--- src/common/uptd_map.vh ---
// register-free constant map for the uart protocol trigger decoder
`ifndef UPTD_MAP_VH
`define UPTD_MAP_VH
`define UPTD_CLK_HZ 250000000
`define UPTD_RATE_MIN 150
`define UPTD_RATE_MAX 39062500
`define UPTD_DIV_W 24
`define UPTD_DIV_RESET 24'h00D904
`define UPTD_MODE_START 4'h0
`define UPTD_MODE_FRAME 4'h1
`define UPTD_MODE_FERR 4'h2
`define UPTD_MODE_SYMBOL 4'h3
`define UPTD_MODE_BREAK 4'h4
`define UPTD_MODE_PERR 4'h5
`define UPTD_MODE_PATTERN 4'h6
`define UPTD_MODE_ANY 4'h7
`define UPTD_PAR_NONE 2'h0
`define UPTD_PAR_EVEN 2'h1
`define UPTD_PAR_ODD 2'h2
`define UPTD_STOP_1 2'h0
`define UPTD_STOP_15 2'h1
`define UPTD_STOP_2 2'h2
`define UPTD_PRESET_COUNT 8
`define UPTD_OFFSET_MAX 12'hFFF
`endif

--- src/rtl/uptd_decoder.v ---
// uart protocol decoder with trigger unit, one clock, plain config ports
`timescale 1ns/1ps
`include "uptd_map.vh"

// Notes on behaviour
// - symbol: start, data, optional parity, stop bits
// - start bit is logic zero after polarity
// - stop bits and idle are logic one
// - consecutive symbols grouped; gap ends the frame
// - sampling aligned by start/stop and rate
// - polarity selects level meaning one, both lines
// - no parity: data straight to stop
// - even parity: total ones even
// - odd parity: total ones odd
// - stop length one, one and half; two waits only one stop bit before hunting
// - user rate 150 to 39062500 bit/s
// - preset rates 300 bit/s to 1 Mbit/s
// - data bits five to nine
// - idle time sets minimum inter-frame gap
// - start-bit mode and frame-start mode triggers
// - break fires when stop bit missing and low outlasts a whole symbol
// - parity error and break separate conditions
// - pattern of 1-4 symbols at offset
// - any-symbol matches single pattern anywhere
// - rx and tx inputs, selectable source
// - pattern offset 0 to 4095 symbols
// - don't-care bits; all-x nibble ignored
// - break: zero longer than one symbol
// - symbol mode fires on n-th symbol
module uptd_decoder #(
  parameter DIV_W = `UPTD_DIV_W,
  parameter IDLE_W = 24
) (
  // clock and reset
  input wire clk,
  input wire reset,
  // observed lines
  input wire rx_line,
  input wire tx_line,
  input wire tx_used,
  input wire source_tx,
  // line format
  input wire polarity_low,
  input wire [1:0] parity_mode,
  input wire [1:0] stop_mode,
  input wire [3:0] data_bits,
  // bit rate
  input wire rate_user,
  input wire [DIV_W-1:0] user_div,
  input wire [2:0] preset_sel,
  input wire [IDLE_W-1:0] idle_cycles,
  // trigger setup
  input wire [3:0] trig_mode,
  input wire [11:0] sym_offset,
  input wire [2:0] pat_len,
  input wire [35:0] pat_value,
  input wire [35:0] pat_care,
  // decoded symbol stream
  output reg [8:0] sym_data,
  output reg sym_perr,
  output reg sym_ferr,
  output reg sym_first,
  output wire sym_valid,
  input wire sym_ready,
  // events
  output reg trigger,
  output reg break_seen,
  output reg frame_active,
  output wire rate_error
);
  // receiver states
  localparam ST_IDLE = 3'h0;
  localparam ST_START = 3'h1;
  localparam ST_DATA = 3'h2;
  localparam ST_PAR = 3'h3;
  localparam ST_STOP = 3'h4;
  localparam ST_BRK = 3'h5;

  // preset dividers, 300 bit/s up to 1 Mbit/s at the core rate
  function [DIV_W-1:0] preset_div;
    input [2:0] sel;
    reg [31:0] full;
    begin
      case (sel)
        3'h0: full = `UPTD_CLK_HZ / 300;
        3'h1: full = `UPTD_CLK_HZ / 1200;
        3'h2: full = `UPTD_CLK_HZ / 2400;
        3'h3: full = `UPTD_CLK_HZ / 9600;
        3'h4: full = `UPTD_CLK_HZ / 19200;
        3'h5: full = `UPTD_CLK_HZ / 115200;
        3'h6: full = `UPTD_CLK_HZ / 500000;
        default: full = `UPTD_CLK_HZ / 1000000;
      endcase
      // every preset divider fits the counter width
      preset_div = full[DIV_W-1:0];
    end
  endfunction

  // cycles per bit, limits of user rate in cycles
  localparam [31:0] DIV_MAX_FULL = `UPTD_CLK_HZ / `UPTD_RATE_MIN;
  localparam [31:0] DIV_MIN_FULL = `UPTD_CLK_HZ / `UPTD_RATE_MAX;
  localparam [DIV_W-1:0] DIV_MAX = DIV_MAX_FULL[DIV_W-1:0];
  localparam [DIV_W-1:0] DIV_MIN = DIV_MIN_FULL[DIV_W-1:0];
  wire [DIV_W-1:0] bit_div = rate_user ? user_div : preset_div(preset_sel);
  // out-of-range user rate is flagged and receiver held idle
  assign rate_error = rate_user && (user_div < DIV_MIN || user_div > DIV_MAX);

  // line select and polarity, both lines share one polarity
  wire raw_line = (source_tx && tx_used) ? tx_line : rx_line;
  wire line = raw_line ^ polarity_low;
  wire [3:0] nbits = (data_bits < 4'h5) ? 4'h5 : ((data_bits > 4'h9) ? 4'h9 : data_bits);

  // receiver state
  reg [2:0] state;
  reg [DIV_W-1:0] bit_cnt;
  reg [3:0] bit_idx;
  reg [8:0] shift;
  reg par_acc;
  reg perr;
  reg [IDLE_W-1:0] gap_cnt;
  reg in_frame;
  reg [12:0] sym_idx;
  reg [DIV_W+3:0] low_cnt;
  // half and one and a half bit positions
  wire [DIV_W-1:0] half_div = {1'b0, bit_div[DIV_W-1:1]};
  wire [DIV_W-1:0] stop_len = (stop_mode == `UPTD_STOP_15) ? bit_div + half_div : bit_div;
  // one symbol: start, data, parity, stop, in cycles
  wire [3:0] sym_bits = 4'h2 + nbits + ((parity_mode == `UPTD_PAR_NONE) ? 4'h0 : 4'h1);
  wire [DIV_W+3:0] sym_cycles = bit_div * sym_bits;

  // symbol completion pulse, shared by stream and triggers
  reg done;
  reg [8:0] done_data;
  reg done_perr;
  reg done_ferr;
  reg done_first;
  reg start_ev;
  reg frame_ev;
  reg break_ev;

  // receiver: samples mid-bit from the falling start edge
  always @(posedge clk or posedge reset) begin
    if (reset) begin
      state <= ST_IDLE;
      bit_cnt <= {DIV_W{1'b0}};
      bit_idx <= 4'h0;
      shift <= 9'h000;
      par_acc <= 1'b0;
      perr <= 1'b0;
      gap_cnt <= {IDLE_W{1'b0}};
      in_frame <= 1'b0;
      done <= 1'b0;
      done_data <= 9'h000;
      done_perr <= 1'b0;
      done_ferr <= 1'b0;
      done_first <= 1'b0;
      start_ev <= 1'b0;
      frame_ev <= 1'b0;
      break_ev <= 1'b0;
      low_cnt <= {(DIV_W+4){1'b0}};
    end else begin
      done <= 1'b0;
      start_ev <= 1'b0;
      frame_ev <= 1'b0;
      break_ev <= 1'b0;
      // line-low duration for break detection
      low_cnt <= line ? {(DIV_W+4){1'b0}} : low_cnt + 1'b1;
      case (state)
        ST_IDLE: begin
          // gap counter ends frame once idle time reached
          if (gap_cnt != {IDLE_W{1'b1}})
            gap_cnt <= gap_cnt + 1'b1;
          if (gap_cnt >= idle_cycles)
            in_frame <= 1'b0;
          if (!line && !rate_error) begin
            state <= ST_START;
            bit_cnt <= half_div;
            start_ev <= 1'b1;
            frame_ev <= !in_frame || gap_cnt >= idle_cycles;
          end
        end
        ST_START: begin
          if (bit_cnt == {DIV_W{1'b0}}) begin
            if (line) begin
              state <= ST_IDLE; // glitch, not a real start
            end else begin
              state <= ST_DATA;
              bit_cnt <= bit_div - 1'b1;
              bit_idx <= 4'h0;
              shift <= 9'h000;
              par_acc <= 1'b0;
              done_first <= !in_frame || gap_cnt >= idle_cycles;
              in_frame <= 1'b1;
            end
          end else
            bit_cnt <= bit_cnt - 1'b1;
        end
        ST_DATA: begin
          if (bit_cnt == {DIV_W{1'b0}}) begin
            shift[bit_idx] <= line;
            par_acc <= par_acc ^ line;
            bit_cnt <= bit_div - 1'b1;
            bit_idx <= bit_idx + 1'b1;
            if (bit_idx == nbits - 1'b1)
              state <= (parity_mode == `UPTD_PAR_NONE) ? ST_STOP : ST_PAR;
            if (bit_idx == nbits - 1'b1)
              perr <= 1'b0;
          end else
            bit_cnt <= bit_cnt - 1'b1;
        end
        ST_PAR: begin
          if (bit_cnt == {DIV_W{1'b0}}) begin
            // even: data^par must be 0; odd: must be 1
            perr <= (parity_mode == `UPTD_PAR_ODD) ? !(par_acc ^ line) : (par_acc ^ line);
            bit_cnt <= bit_div - 1'b1;
            state <= ST_STOP;
          end else
            bit_cnt <= bit_cnt - 1'b1;
        end
        ST_STOP: begin
          // only the first stop bit is sampled; rest is spacing
          if (bit_cnt == {DIV_W{1'b0}}) begin
            done <= 1'b1;
            done_data <= shift;
            done_perr <= perr;
            done_ferr <= !line;
            gap_cnt <= {IDLE_W{1'b0}};
            state <= line ? ST_IDLE : ST_BRK;
            // extra stop length before hunting the next start
            bit_cnt <= (stop_mode == `UPTD_STOP_1) ? {DIV_W{1'b0}} : stop_len - half_div;
          end else
            bit_cnt <= bit_cnt - 1'b1;
        end
        ST_BRK: begin
          // stop missing: break once low outlasts a whole symbol
          if (low_cnt > sym_cycles && !break_ev && !break_seen)
            break_ev <= 1'b1;
          if (line)
            state <= ST_IDLE;
        end
        default: state <= ST_IDLE;
      endcase
      // hold extra stop time before accepting a start
      if (state == ST_IDLE && bit_cnt != {DIV_W{1'b0}}) begin
        bit_cnt <= bit_cnt - 1'b1;
        start_ev <= 1'b0;
        frame_ev <= 1'b0;
        state <= ST_IDLE;
      end
    end
  end

  // symbol index within frame and break sticky until line returns
  always @(posedge clk or posedge reset) begin
    if (reset) begin
      sym_idx <= 13'h0000;
      break_seen <= 1'b0;
      frame_active <= 1'b0;
    end else begin
      frame_active <= in_frame;
      if (break_ev)
        break_seen <= 1'b1;
      else if (line)
        break_seen <= 1'b0;
      if (done)
        sym_idx <= done_first ? 13'h0001 : (sym_idx == 13'h1FFF ? sym_idx : sym_idx + 1'b1);
    end
  end
  // zero-based position of the symbol just completed
  wire [12:0] cur_pos = done_first ? 13'h0000 : sym_idx;

  // pattern history and per-symbol match with per-bit care masks
  reg [35:0] hist;
  wire [35:0] hist_now = {hist[26:0], done_data};
  wire [3:0] sym_hit;
  genvar g;
  generate
    for (g = 0; g < 4; g = g + 1) begin : g_match
      // a symbol slot with no cared bit masks to zero and always matches
      assign sym_hit[g] = (((hist_now[g*9 +: 9] ^ pat_value[g*9 +: 9]) & pat_care[g*9 +: 9]) == 9'h000);
    end
  endgenerate
  wire [2:0] plen = (pat_len == 3'h0) ? 3'h1 : ((pat_len > 3'h4) ? 3'h4 : pat_len);
  // newest symbol sits at slot 0; pattern's first symbol is oldest
  reg pat_ok;
  integer k;
  always @* begin
    pat_ok = 1'b1;
    for (k = 0; k < 4; k = k + 1)
      if (k < plen && !sym_hit[k])
        pat_ok = 1'b0;
  end
  // any-symbol uses the first pattern slot against the newest symbol
  wire any_ok = (((done_data ^ pat_value[8:0]) & pat_care[8:0]) == 9'h000);
  wire [12:0] pat_end = {1'b0, sym_offset} + {10'h000, plen} - 13'h0001;

  // trigger selection, one-cycle pulse
  always @(posedge clk or posedge reset) begin
    if (reset) begin
      trigger <= 1'b0;
      hist <= 36'h000000000;
    end else begin
      if (done)
        hist <= {hist[26:0], done_data};
      case (trig_mode)
        `UPTD_MODE_START: trigger <= start_ev;
        `UPTD_MODE_FRAME: trigger <= frame_ev;
        `UPTD_MODE_FERR: trigger <= done && done_ferr;
        `UPTD_MODE_SYMBOL: trigger <= done && cur_pos == {1'b0, sym_offset};
        `UPTD_MODE_BREAK: trigger <= break_ev;
        `UPTD_MODE_PERR: trigger <= done && done_perr;
        `UPTD_MODE_PATTERN: trigger <= done && cur_pos == pat_end && pat_ok;
        `UPTD_MODE_ANY: trigger <= done && any_ok;
        default: trigger <= 1'b0;
      endcase
    end
  end

  // two-entry skid buffer toward the symbol consumer
  reg [11:0] buf0;
  reg [11:0] buf1;
  reg [1:0] fill;
  wire push = done;
  wire pop = sym_valid && sym_ready;
  assign sym_valid = (fill != 2'h0);
  // full buffer drops the newest symbol; the line cannot be stalled
  always @(posedge clk or posedge reset) begin
    if (reset) begin
      buf0 <= 12'h000;
      buf1 <= 12'h000;
      fill <= 2'h0;
    end else begin
      if (pop) begin
        buf0 <= buf1;
        if (push && fill == 2'h2)
          buf1 <= {done_first, done_ferr, done_perr, done_data};
        else if (push)
          buf0 <= (fill == 2'h1) ? {done_first, done_ferr, done_perr, done_data} : buf1;
        if (!push)
          fill <= fill - 1'b1;
      end else if (push && fill != 2'h2) begin
        if (fill == 2'h0)
          buf0 <= {done_first, done_ferr, done_perr, done_data};
        else
          buf1 <= {done_first, done_ferr, done_perr, done_data};
        fill <= fill + 1'b1;
      end
    end
  end
  // head of buffer presented from flops
  always @* begin
    sym_data = buf0[8:0];
    sym_perr = buf0[9];
    sym_ferr = buf0[10];
    sym_first = buf0[11];
  end
endmodule

--- config.mk ---
export PLATFORM = sky130hd
export DESIGN_NAME = uptd_decoder
export DESIGN_NICKNAME = d
export VERILOG_FILES = /design/src/rtl/uptd_decoder.v
export VERILOG_INCLUDE_DIRS = /design/src /design/src/common
export SDC_FILE = /design/constraint.sdc
export NUM_CORES = 1
export LEC_CHECK = 0
export ABC_AREA = 1
export BUFFER_PORTS_ARGS = -buffer_cell sky130_fd_sc_hd__buf_2
export CORE_UTILIZATION = 30
export DETAILED_ROUTE_END_ITERATION = 8
export HOLD_SLACK_MARGIN = 0.05
export PLACE_DENSITY = 0.53
export SLEW_MARGIN = 20
export SYNTH_ARGS = -nofsm -noshare
export SYNTH_HDL_FRONTEND = slang
export SYNTH_SLANG_ARGS = --single-unit
--- constraint.sdc ---
create_clock -name clk -period 6 [get_ports clk]
set_input_delay 0.9 -clock clk [delete_from_list [all_inputs] [get_ports clk]]
set_output_delay 0.9 -clock clk [all_outputs]
set_load 0.01 [all_outputs]
==> flow_metrics.env, run 1 <==
export IMPL_status="completed"
export IMPL_synth_top_cell_area_share_pct=22.2
export IMPL_r2r_cells=13
export IMPL_min_path_type="reg2reg"
export IMPL_critPathRequiredTime_ns=6.35
export IMPL_final_hold_viol_count=0
export IMPL_first_global_vias=19989
export IMPL_area_delta_synth_final_pct=20.2
export IMPL_fin_nets=3820
export IMPL_cts_buffers=17
export IMPL_start_kind="input pin"
export IMPL_crit_path_end_kind="flop"
export IMPL_mappedNetlistNets=3500
export IMPL_num_antenna_cells=0
export IMPL_syn_area_sq_um=20300
export IMPL_vias=20814
export IMPL_synth_edf_count=0
export IMPL_synth_ff_type="dfrtp_1"
export IMPL_start_util_pct=30.3
export IMPL_gp_congestion=0.924
export IMPL_yosys_warnings=0
export IMPL_ys_top_cells_by_area="dfrtp_1 (22%), nand2_1 (14%), ha_1 (12%)"
export IMPL_drt_iter0_drc=1311
export IMPL_drv_slew=0
export IMPL_crit_type="in2reg"
export IMPL_dieArea_sq_um=68800
export IMPL_antenna_found_initial=1
export IMPL_holdPathStages=0
export IMPL_fmax_mhz=171
export IMPL_async_reset_ff_share_pct=100
export IMPL_grt_ovfl_total=0
export IMPL_rsz0062_at_grt="yes"
export IMPL_setup_violations=0
export IMPL_drtAntennaViolNets=0
export IMPL_seq_area_frac_synth_pct=22.2
export IMPL_vias_per_cell=4.83
export IMPL_grt_max_degree=131
export IMPL_grt_pass1_wl_um=107000
export IMPL_skew_ns=0.0189
export IMPL_cp_num_buf_inv=8
export IMPL_worst_slack_ns=0.156
export IMPL_cp_depth=33
export IMPL_fin_hold_ws_ns=0.427
export IMPL_clk_root_buffer_cell="clkbuf_16"
export IMPL_io_pins=176
export IMPL_final_core_util_pct=36.4
export IMPL_core_area_sq_um=67000
export IMPL_critical_path_slowest_cell="fa_1"
export IMPL_arrival_ns=6.20
export IMPL_cp_slowest_stage_delay_ns=0.52
export IMPL_htreeDepth=4
export IMPL_pre_cts_ws_ns=-0.616
export IMPL_cp_top_family="adder cells"
export IMPL_drv_cap=0
export IMPL_cts_buffer_depth=2
export IMPL_ys_types=66
export IMPL_synth_seq_cells=180
export IMPL_clk_pin_slew_worst_paths_ns=0.09
export IMPL_portBuffers=175
export IMPL_period_minus_slack_ns=5.84
export IMPL_fp_dieW_um=262
export IMPL_insertion_delay_ns=0.47
export IMPL_wl_per_cell_um=15.5
export IMPL_syn_area_per_cell_sq_um=6.55
export IMPL_postRouteWirelength_um=66700
export IMPL_power_uw=5270
export IMPL_path_max_fanout=11
export IMPL_dr_pass1_iters=5
export IMPL_slew_headroom_pct=30.7
export IMPL_drive_gt1_share_pct=15.4
export IMPL_peakVddDrop_mv=0.222
export IMPL_path_common_cell="inv_1"
export IMPL_syn_instance_count=3100
export IMPL_num_rows=95
export IMPL_worst_slew_pin_slew_ns=1.04
export IMPL_fp_dieH_um=262
export IMPL_clkSinkCount=180
export IMPL_dp_hpwl_um=55000
export IMPL_period_share_pct=97.4
export IMPL_synth_area_leader_cell="dfrtp_1"
export IMPL_p_per_area_nw_per_um2=216
export IMPL_cts_tree="yes"
export IMPL_drc=0
export IMPL_grt_usage_pct=19.3
export IMPL_finalInstanceArea_sq_um=24400
export IMPL_p_leak_uw=0.0126
export IMPL_dpl_cell_area_sq_um=23400
[state kept, by name (all words and copies together), names as in the netlist, 2 cells and up]
name       flops
state          3
shift          9
bit_cnt       24
hist          27
bit_idx        4
gap_cnt       24
buf1          12
fill           2
done_data      9
sym_idx       13
buf0          12
low_cnt       28
[cells by family (layout without fill, tap and decap cells)]
kind of cell | Yosys count | count (layout) | synth area share (%)
buffers and inverters | 533 | 866 | 10.1
AOI/OAI and AO/OA | 532 | 532 | 14.6
adders and majority gates | 241 | 241 | 16.6
and+or+nand+nor | 1509 | 1509 | 32.1
xor gates and xnor gates | 105 | 105 | 4.53
DFF | 180 | 180 | 22.2
[cell usage after synthesis, types with 7 or more instances]
cell type,instances
nand2_1,761
inv_1,470
nor2_1,327
a21oi_1,202
nand3_1,199
o21ai_0,199
ha_1,194
dfrtp_1,180
xor2_1,75
nor3_1,64
nand4_1,58
fa_1,47
clkbuf_1,36
or2_2,33
xnor2_1,30
o21ai_1,20
o211ai_1,18
nor4_1,16
o22ai_1,15
o21a_1,9
o21bai_1,9
a21o_1,8
a31oi_1,8
buf_2,8
a21boi_0,7
inv_2,7
nand3b_1,7
[cell type report]
type | count | area, sq um
clock inverter | 15 | 186
fill | 7352 | 42600
sequential | 180 | 4500
inverter | 481 | 1820
clock buffer | 17 | 425
tap | 873 | 1090
timing repair buffer | 353 | 2270
multi-input combinational | 2387 | 14100
[power by group]
part | total, uW | internal (uW) | switching (uW)
logic | 2810 | 1200 | 1610
clock network | 1170 | 600 | 572
registers | 1290 | 1260 | 26.9
[layer usage]
layer / GRT usage, % / vias to the layer above / routed length (um)
met3: 3.11 / 92 / 3570
met2: 31.7 / 478 / 29900
met4: 5.96 / 2 / 1790
met5: 0 / - / 13
met1: 25.9 / 9488 / 31400
li1: - / 10754 / -
[layout by cell type (no fill, tap or decap), types with 47 or more instances in the layout]
cell type  instances
ha_1             180
dfrtp_1          180
nand3_1          197
inv_1            467
nor2_1           320
nor3_1            60
nand2_1          755
fa_1              47
buf_4            173
a21oi_1          185
buf_2            175
nand4_1           58
xor2_1            75
o21ai_0          191
[per-stage QoR]
stage               setup TNS, ns  instances
floorplan                       0       3100
global placement           -0.601       4269
detailed placement         -0.734       4269
global route               -0.214       4306
CTS                             0       4301
finish                          0       4306
[what timing repair did]
item / CTS / global route
gates cloned: 0 / 0
hold buffers: 0 / 0
setup endpoints to repair: 1 / 3
pin swaps: 0 / 23
setup buffers: 0 / 5
gates resized for setup: 5 / 68
[path summary, 6_finish.rpt]
kind,to,from,slack (ns)
min in group asynchronous,low_cnt[23]$_DFF_PP0_,reset,0.59
worst max-delay path,break_ev$_DFF_PP0_,data_bits[3],0.16
worst min register to register,frame_active$_DFF_PP0_,in_frame$_DFFE_PP0P_,0.43
worst min-delay path,frame_active$_DFF_PP0_,in_frame$_DFFE_PP0P_,0.43
max in group asynchronous,bit_cnt[15]$_DFFE_PP0P_,reset,4.07
worst max register to register,bit_cnt[9]$_DFFE_PP0P_,bit_cnt[0]$_DFFE_PP0P_,2.73
No activity file was read; power rests on OpenSTA's default activity.
==> inputs of run 2 (changes only) <==
--- a/config.mk
+++ b/config.mk
@@ -8,10 +8,10 @@
 export LEC_CHECK = 0
 export ABC_AREA = 1
 export BUFFER_PORTS_ARGS = -buffer_cell sky130_fd_sc_hd__buf_2
-export CORE_UTILIZATION = 30
+export CORE_UTILIZATION = 46
 export DETAILED_ROUTE_END_ITERATION = 8
 export HOLD_SLACK_MARGIN = 0.05
-export PLACE_DENSITY = 0.53
+export PLACE_DENSITY = 0.7
 export SLEW_MARGIN = 20
 export SYNTH_ARGS = -nofsm -noshare
 export SYNTH_HDL_FRONTEND = slang
==> constraint.sdc (replaced) <==
create_clock -name clk -period 6.6 [get_ports clk]
set_input_delay 0.99 -clock clk [delete_from_list [all_inputs] [get_ports clk]]
set_output_delay 0.99 -clock clk [all_outputs]
set_load 0.01 [all_outputs]
==> run 2 against run 1 <==
Net effect: final cell count is 8.5% lower; utilization rose by 17 points; clock skew grew 0.0011 ns; sequential share of layout area rose by 0.92 points; non-clock buffer count fell by 79; register-to-register slack better by 0.60 ns; power decreased by 14%; worst hold slack better by 0.016 ns; clock power is 7% lower; design area fell by 4.8%; critical endpoint unchanged; largest cell class unchanged; highest routed layer is now met4.
==> flow_metrics.env, run 2 (synthesis gave the netlist of run 1 again) <==
export IMPL_status="completed"
export IMPL_postRouteWirelength_um=60700
export IMPL_cts_tree="yes"
export IMPL_final_common_cell="nand2_1"
export IMPL_critPathRequiredTime_ns=6.92
export IMPL_min_to="frame_active$_DFF_PP0_"
export IMPL_r2r_cells=13
export IMPL_clk_pin_slew_worst_paths_ns=0.07
export IMPL_htreeDepth=4
export IMPL_start_kind="input pin"
export IMPL_wl_per_cell_um=15.4
export IMPL_core_area_sq_um=43400
export IMPL_crit_path_end_kind="flop"
export IMPL_grt_max_degree=123
export IMPL_largest_reg_flops=28
export IMPL_start_util_pct=46.9
export IMPL_arrival_ns=6.48
export IMPL_clk_root_buffer_cell="clkbuf_16"
export IMPL_vias_per_cell=5.32
export IMPL_num_rows=76
export IMPL_regToRegEndpoint="bit_cnt[9]$_DFFE_PP0P_"
export IMPL_place_inst=3906
export IMPL_nFillCells=4405
export IMPL_crit_type="in2reg"
export IMPL_worst_slew_pin_slew_ns=0.859
export IMPL_cts_buffer_depth=2
export IMPL_cts_buffers=17
export IMPL_slew_headroom_pct=42.5
export IMPL_regMostFlops="low_cnt"
export IMPL_fmax_mhz=162
export IMPL_power_uw=4520
export IMPL_holdPathStages=0
export IMPL_portBuffers=175
export IMPL_grt_usage_pct=27.2
export IMPL_dp_hpwl_um=48900
export IMPL_io_pins=176
export IMPL_cp_top_family="adder cells"
export IMPL_fin_nets=3741
export IMPL_fp_dieW_um=212
export IMPL_r2r_start="bit_cnt[0]$_DFFE_PP0P_"
export IMPL_peakVddDrop_mv=0.141
export IMPL_cp_slowest_stage_delay_ns=0.54
export IMPL_vias=20980
export IMPL_final_cell_mix="nand2_1 (759), inv_1 (469), nor2_1 (323), nand3_1 (199), o21ai_0 (192)"
export IMPL_p_leak_uw=0.0122
export IMPL_clkSinkCount=180
export IMPL_gp_congestion=0.984
export IMPL_drv_slew=0
export IMPL_grt_pass1_wl_um=97500
export IMPL_period_minus_slack_ns=6.16
export IMPL_dr_pass1_iters=5
export IMPL_drtAntennaViolNets=0
export IMPL_area_delta_synth_final_pct=14.5
export IMPL_r2r_slack_ns=3.33
export IMPL_period_share_pct=93.4
export IMPL_skew_ns=0.0200
export IMPL_critical_path_slowest_cell="fa_1"
export IMPL_cp_num_buf_inv=7
export IMPL_fin_hold_ws_ns=0.443
export IMPL_fp_dieH_um=212
export IMPL_min_path_type="reg2reg"
export IMPL_path_common_cell="inv_1"
export IMPL_antenna_found_initial=1
export IMPL_drt_iter0_drc=1757
export IMPL_ctsHoldBuffers=0
export IMPL_first_global_vias=19265
export IMPL_drc=0
export IMPL_drv_cap=0
export IMPL_dieArea_sq_um=45000
export IMPL_top_regs="low_cnt (28), hist (27)"
export IMPL_p_per_area_nw_per_um2=194
export IMPL_final_cells=3940
export IMPL_setup_violations=0
export IMPL_path_max_fanout=11
export IMPL_insertion_delay_ns=0.45
export IMPL_hp_start="in_frame$_DFFE_PP0P_"
export IMPL_drive_gt1_share_pct=12.5
export IMPL_final_hold_viol_count=0
export IMPL_grt_ovfl_total=0
-- run 2: cell count changes in the layout (fill, tap and decap cells not counted), sizes merged --
cell    before  now
diode        0    1
bufinv       1    2
clkinv       9    7
inv        485  486
buf        353  274
-- run 2: what timing repair did --
action / in CTS / in global routing
gates resized for setup: 0 / 45
endpoints found under the hold margin: 0 / 0
buffers inserted: 0 / 1
setup endpoints to repair: 0 / 1
-- run 2: report_power, final --
part / internal (uW) / switching (uW) / total, uW
combinational: 913 / 1330 / 2250
sequential: 1150 / 32.9 / 1180
clock: 585 / 505 / 1090
-- run 2: worst max path at each step --
stage | start | endpoint | slack (ns) | depth (start not counted)
6_report | data_bits[3] | break_ev$_DFF_PP0_ | 0.44 | 31
5_1_grt | data_bits[3] | break_ev$_DFF_PP0_ | -0.06 | 39
4_1_cts | data_bits[3] | break_ev$_DFF_PP0_ | 0.06 | 35
3_5_place_dp | data_bits[3] | break_ev$_DFF_PP0_ | -0.38 | 35
3_3_place_gp | data_bits[3] | break_ev$_DFF_PP0_ | -0.26 | 35
2_1_floorplan | data_bits[3] | break_ev$_DFF_PP0_ | 0.15 | 36
-- run 2: layout make-up --
class | instances | area, sq um | area share (%)
repair buffers | 274 | 1640 | 7.03
well taps | 585 | 732 | 3.15
clock buffers | 17 | 425 | 1.83
multi-input cells | 2387 | 13900 | 59.9
inverters | 481 | 1820 | 7.81
flip-flops and latches | 180 | 4500 | 19.4
diodes | 1 | 2.50 | 0.0108
clock inverters | 15 | 206 | 0.888
-- run 2: metrics by stage --
step | TNS [ns] | util, % | worst slack, ns | instance area (sq um)
detailed placement | -0.380 | 51.8 | -0.380 | 22400
global route | -0.0587 | 53.6 | -0.0587 | 23300
floorplan | 0 | - | 0.149 | 20300
CTS | 0 | 53.2 | 0.0602 | 23100
global placement | -0.257 | 51.8 | -0.257 | 22400
finish | 0 | 53.6 | 0.437 | 23300
-- run 2: layer usage --
metal | routed length, um | global-route usage, % | share of wire, % | up-vias
met3 | 4100 | 3.15 | 6.7 | 88
met2 | 27600 | 44.9 | 45 | 691
met1 | 27700 | 37.0 | 46 | 9616
met5 | 0 | 0 | 0 | -
li1 | - | - | - | 10585
met4 | 1380 | 8.20 | 2.3 | 0
==> inputs of run 3 (changes only) <==
--- a/config.mk
+++ b/config.mk
@@ -12,6 +12,7 @@
 export DETAILED_ROUTE_END_ITERATION = 8
 export HOLD_SLACK_MARGIN = 0.05
 export PLACE_DENSITY = 0.7
+export RECOVER_POWER = 50
 export SLEW_MARGIN = 20
 export SYNTH_ARGS = -nofsm -noshare
 export SYNTH_HDL_FRONTEND = slang
==> run 3 against run 2 <==
Net effect: largest power group unchanged; sequential share of layout area barely moved; final cell count is the same; clock power barely moved; critical path depth did not move; via count barely moved; non-clock buffer count is the same; fmax fell by 0.13%; die area is the same; clock skew decreased by 0.0032 ns; wire length rose by 0.36%; power barely moved; sequential power about the same; the flow now finishes with violations (capacitance limit, slew limit).
==> flow_metrics.env, run 3 (synthesis gave the netlist of run 1 again) <==
export IMPL_path_max_fanout=11
export IMPL_failed_checks="capacitance limit, slew limit"
export IMPL_final_cells=3940
export IMPL_ctsHoldBuffers=0
export IMPL_min_path_type="reg2reg"
export IMPL_drv_cap=2
export IMPL_cp_slowest_stage_delay_ns=0.54
export IMPL_drc=0
export IMPL_period_minus_slack_ns=6.17
export IMPL_cts_tree="yes"
export IMPL_start_kind="input pin"
export IMPL_portBuffers=175
export IMPL_critical_path_slowest_cell="fa_1"
export IMPL_drv_slew=163
export IMPL_final_common_cell="nand2_1"
export IMPL_fmax_mhz=162
export IMPL_p_per_area_nw_per_um2=195
export IMPL_start_util_pct=46.9
export IMPL_grt_usage_pct=27.2
export IMPL_num_rows=76
export IMPL_regToRegEndpoint="bit_cnt[9]$_DFFE_PP0P_"
export IMPL_final_cell_mix="nand2_1 (759), inv_1 (470), nor2_1 (323), nand3_1 (199), o21ai_0 (192)"
export IMPL_crit_path_end_kind="flop"
export IMPL_dp_hpwl_um=48900
export IMPL_clk_pin_slew_worst_paths_ns=0.08
export IMPL_drtAntennaViolNets=0
export IMPL_peakVddDrop_mv=0.142
export IMPL_grt_max_degree=123
export IMPL_vias=20975
export IMPL_drive_gt1_share_pct=11.9
export IMPL_antenna_found_initial=1
export IMPL_multi_input_area_sq_um=13900
export IMPL_grt_ovfl_total=0
export IMPL_finalInstanceArea_sq_um=23200
export IMPL_cts_buffer_depth=2
export IMPL_hp_start="in_frame$_DFFE_PP0P_"
export IMPL_path_common_cell="inv_1"
export IMPL_status="finished, violations left"
export IMPL_met3_usage_pct=3.15
export IMPL_fp_dieW_um=212
export IMPL_io_pins=176
export IMPL_r2r_slack_ns=3.32
export IMPL_skew_ns=0.0169
export IMPL_regMostFlops="low_cnt"
export IMPL_crit_type="in2reg"
export IMPL_min_to="frame_active$_DFF_PP0_"
export IMPL_arrival_ns=6.49
export IMPL_postRouteWirelength_um=61000
export IMPL_fp_dieH_um=212
export IMPL_clkSinkCount=180
export IMPL_gp_congestion=0.984
export IMPL_nFillCells=4417
export IMPL_r2r_cells=13
export IMPL_slew_headroom_pct=-204
export IMPL_insertion_delay_ns=0.45
export IMPL_fin_nets=3741
export IMPL_worst_slew_pin_slew_ns=4.56
export IMPL_first_global_vias=19265
export IMPL_holdPathStages=0
export IMPL_wl_per_cell_um=15.5
export IMPL_final_core_util_pct=53.5
export IMPL_largest_reg_flops=28
export IMPL_htreeDepth=4
export IMPL_regArea_sq_um=4500
export IMPL_dpl_cell_area_sq_um=22400
export IMPL_area_delta_synth_final_pct=14.3
export IMPL_clk_root_buffer_cell="clkbuf_16"
export IMPL_dieArea_sq_um=45000
export IMPL_fin_hold_ws_ns=0.443
export IMPL_setup_violations=0
export IMPL_period_share_pct=93.5
export IMPL_r2r_start="bit_cnt[0]$_DFFE_PP0P_"
export IMPL_dr_pass1_iters=6
export IMPL_final_hold_viol_count=0
export IMPL_p_leak_uw=0.0121
export IMPL_grtUsageMet2_pct=44.9
export IMPL_use_met1_pct=37.0
export IMPL_vias_per_cell=5.32
export IMPL_top_regs="low_cnt (28), hist (27)"
export IMPL_critPathRequiredTime_ns=6.92
export IMPL_drt_iter0_drc=1761
export IMPL_core_area_sq_um=43400
export IMPL_place_inst=3906
export IMPL_grt_busiest_layer="met2"
export IMPL_grt_pass1_wl_um=97500
export IMPL_cts_buffers=17
export IMPL_fin_setup_tns_ns=0
==> run 3: cell types whose count changed in the layout (fill, tap and decap cells not counted), sizes merged <==
cell	before	now
buf	274	255
clkbuf	17	36
==> run 3: how the worst max path moves through the flow <==
stage,slack [ns],start,endpoint,cells after the start
after floorplan,0.15,data_bits[3],break_ev$_DFF_PP0_,36
after global routing,-0.06,data_bits[3],break_ev$_DFF_PP0_,39
final,0.43,data_bits[3],break_ev$_DFF_PP0_,31
after CTS,0.06,data_bits[3],break_ev$_DFF_PP0_,35
after detailed placement,-0.38,data_bits[3],break_ev$_DFF_PP0_,35
after global placement,-0.26,data_bits[3],break_ev$_DFF_PP0_,35
==> run 3: repair_timing <==
action                                  4_1_cts  5_1_grt
endpoints found under the setup margin        0        1
setup buffers                                 0        1
gates resized for setup                       0       45
==> run 3: routing by layer <==
metal / up-vias / part of all wire (%)
met4: 0 / 2.3
met2: 679 / 45
met5: - / 0
met3: 87 / 6.5
li1: 10579 / -
met1: 9630 / 46
==> run 3: stage by stage <==
stage / total power (uW) / setup slack [ns]
after floorplan: 2610 / 0.149
after global placement: 3310 / -0.257
after detailed placement: 3330 / -0.380
after CTS: 4430 / 0.0602
after global routing: 4870 / -0.0587
final: 4520 / 0.430
==> run 3: critical path: cells and delay by family <==
family	cells	cell delay, ns
compound gates	5	0.69
xor+xnor	1	0.11
fa+ha+maj	6	2.24
buf+inv	7	0.63
simple gates	12	1.82
==> run 3: cell type report <==
cell class                 count  share of cell area, %
antenna                        1                 0.0108
clock buffer                  17                   1.83
clock inverter                15                  0.889
inverter                     481                   7.79
multi-input combinational   2387                   60.0
sequential                   180                   19.4
tap                          585                   3.15
timing repair buffer         274                   6.91
==> run 3: power by group <==
| part | total (uW) | switching, uW | internal [uW] |
|---|---|---|---|
| Combinational | 2240 | 1340 | 905 |
| Clock | 1090 | 510 | 585 |
| Sequential | 1180 | 34.6 | 1150 |
| Total | 4520 | 1880 | 2640 |
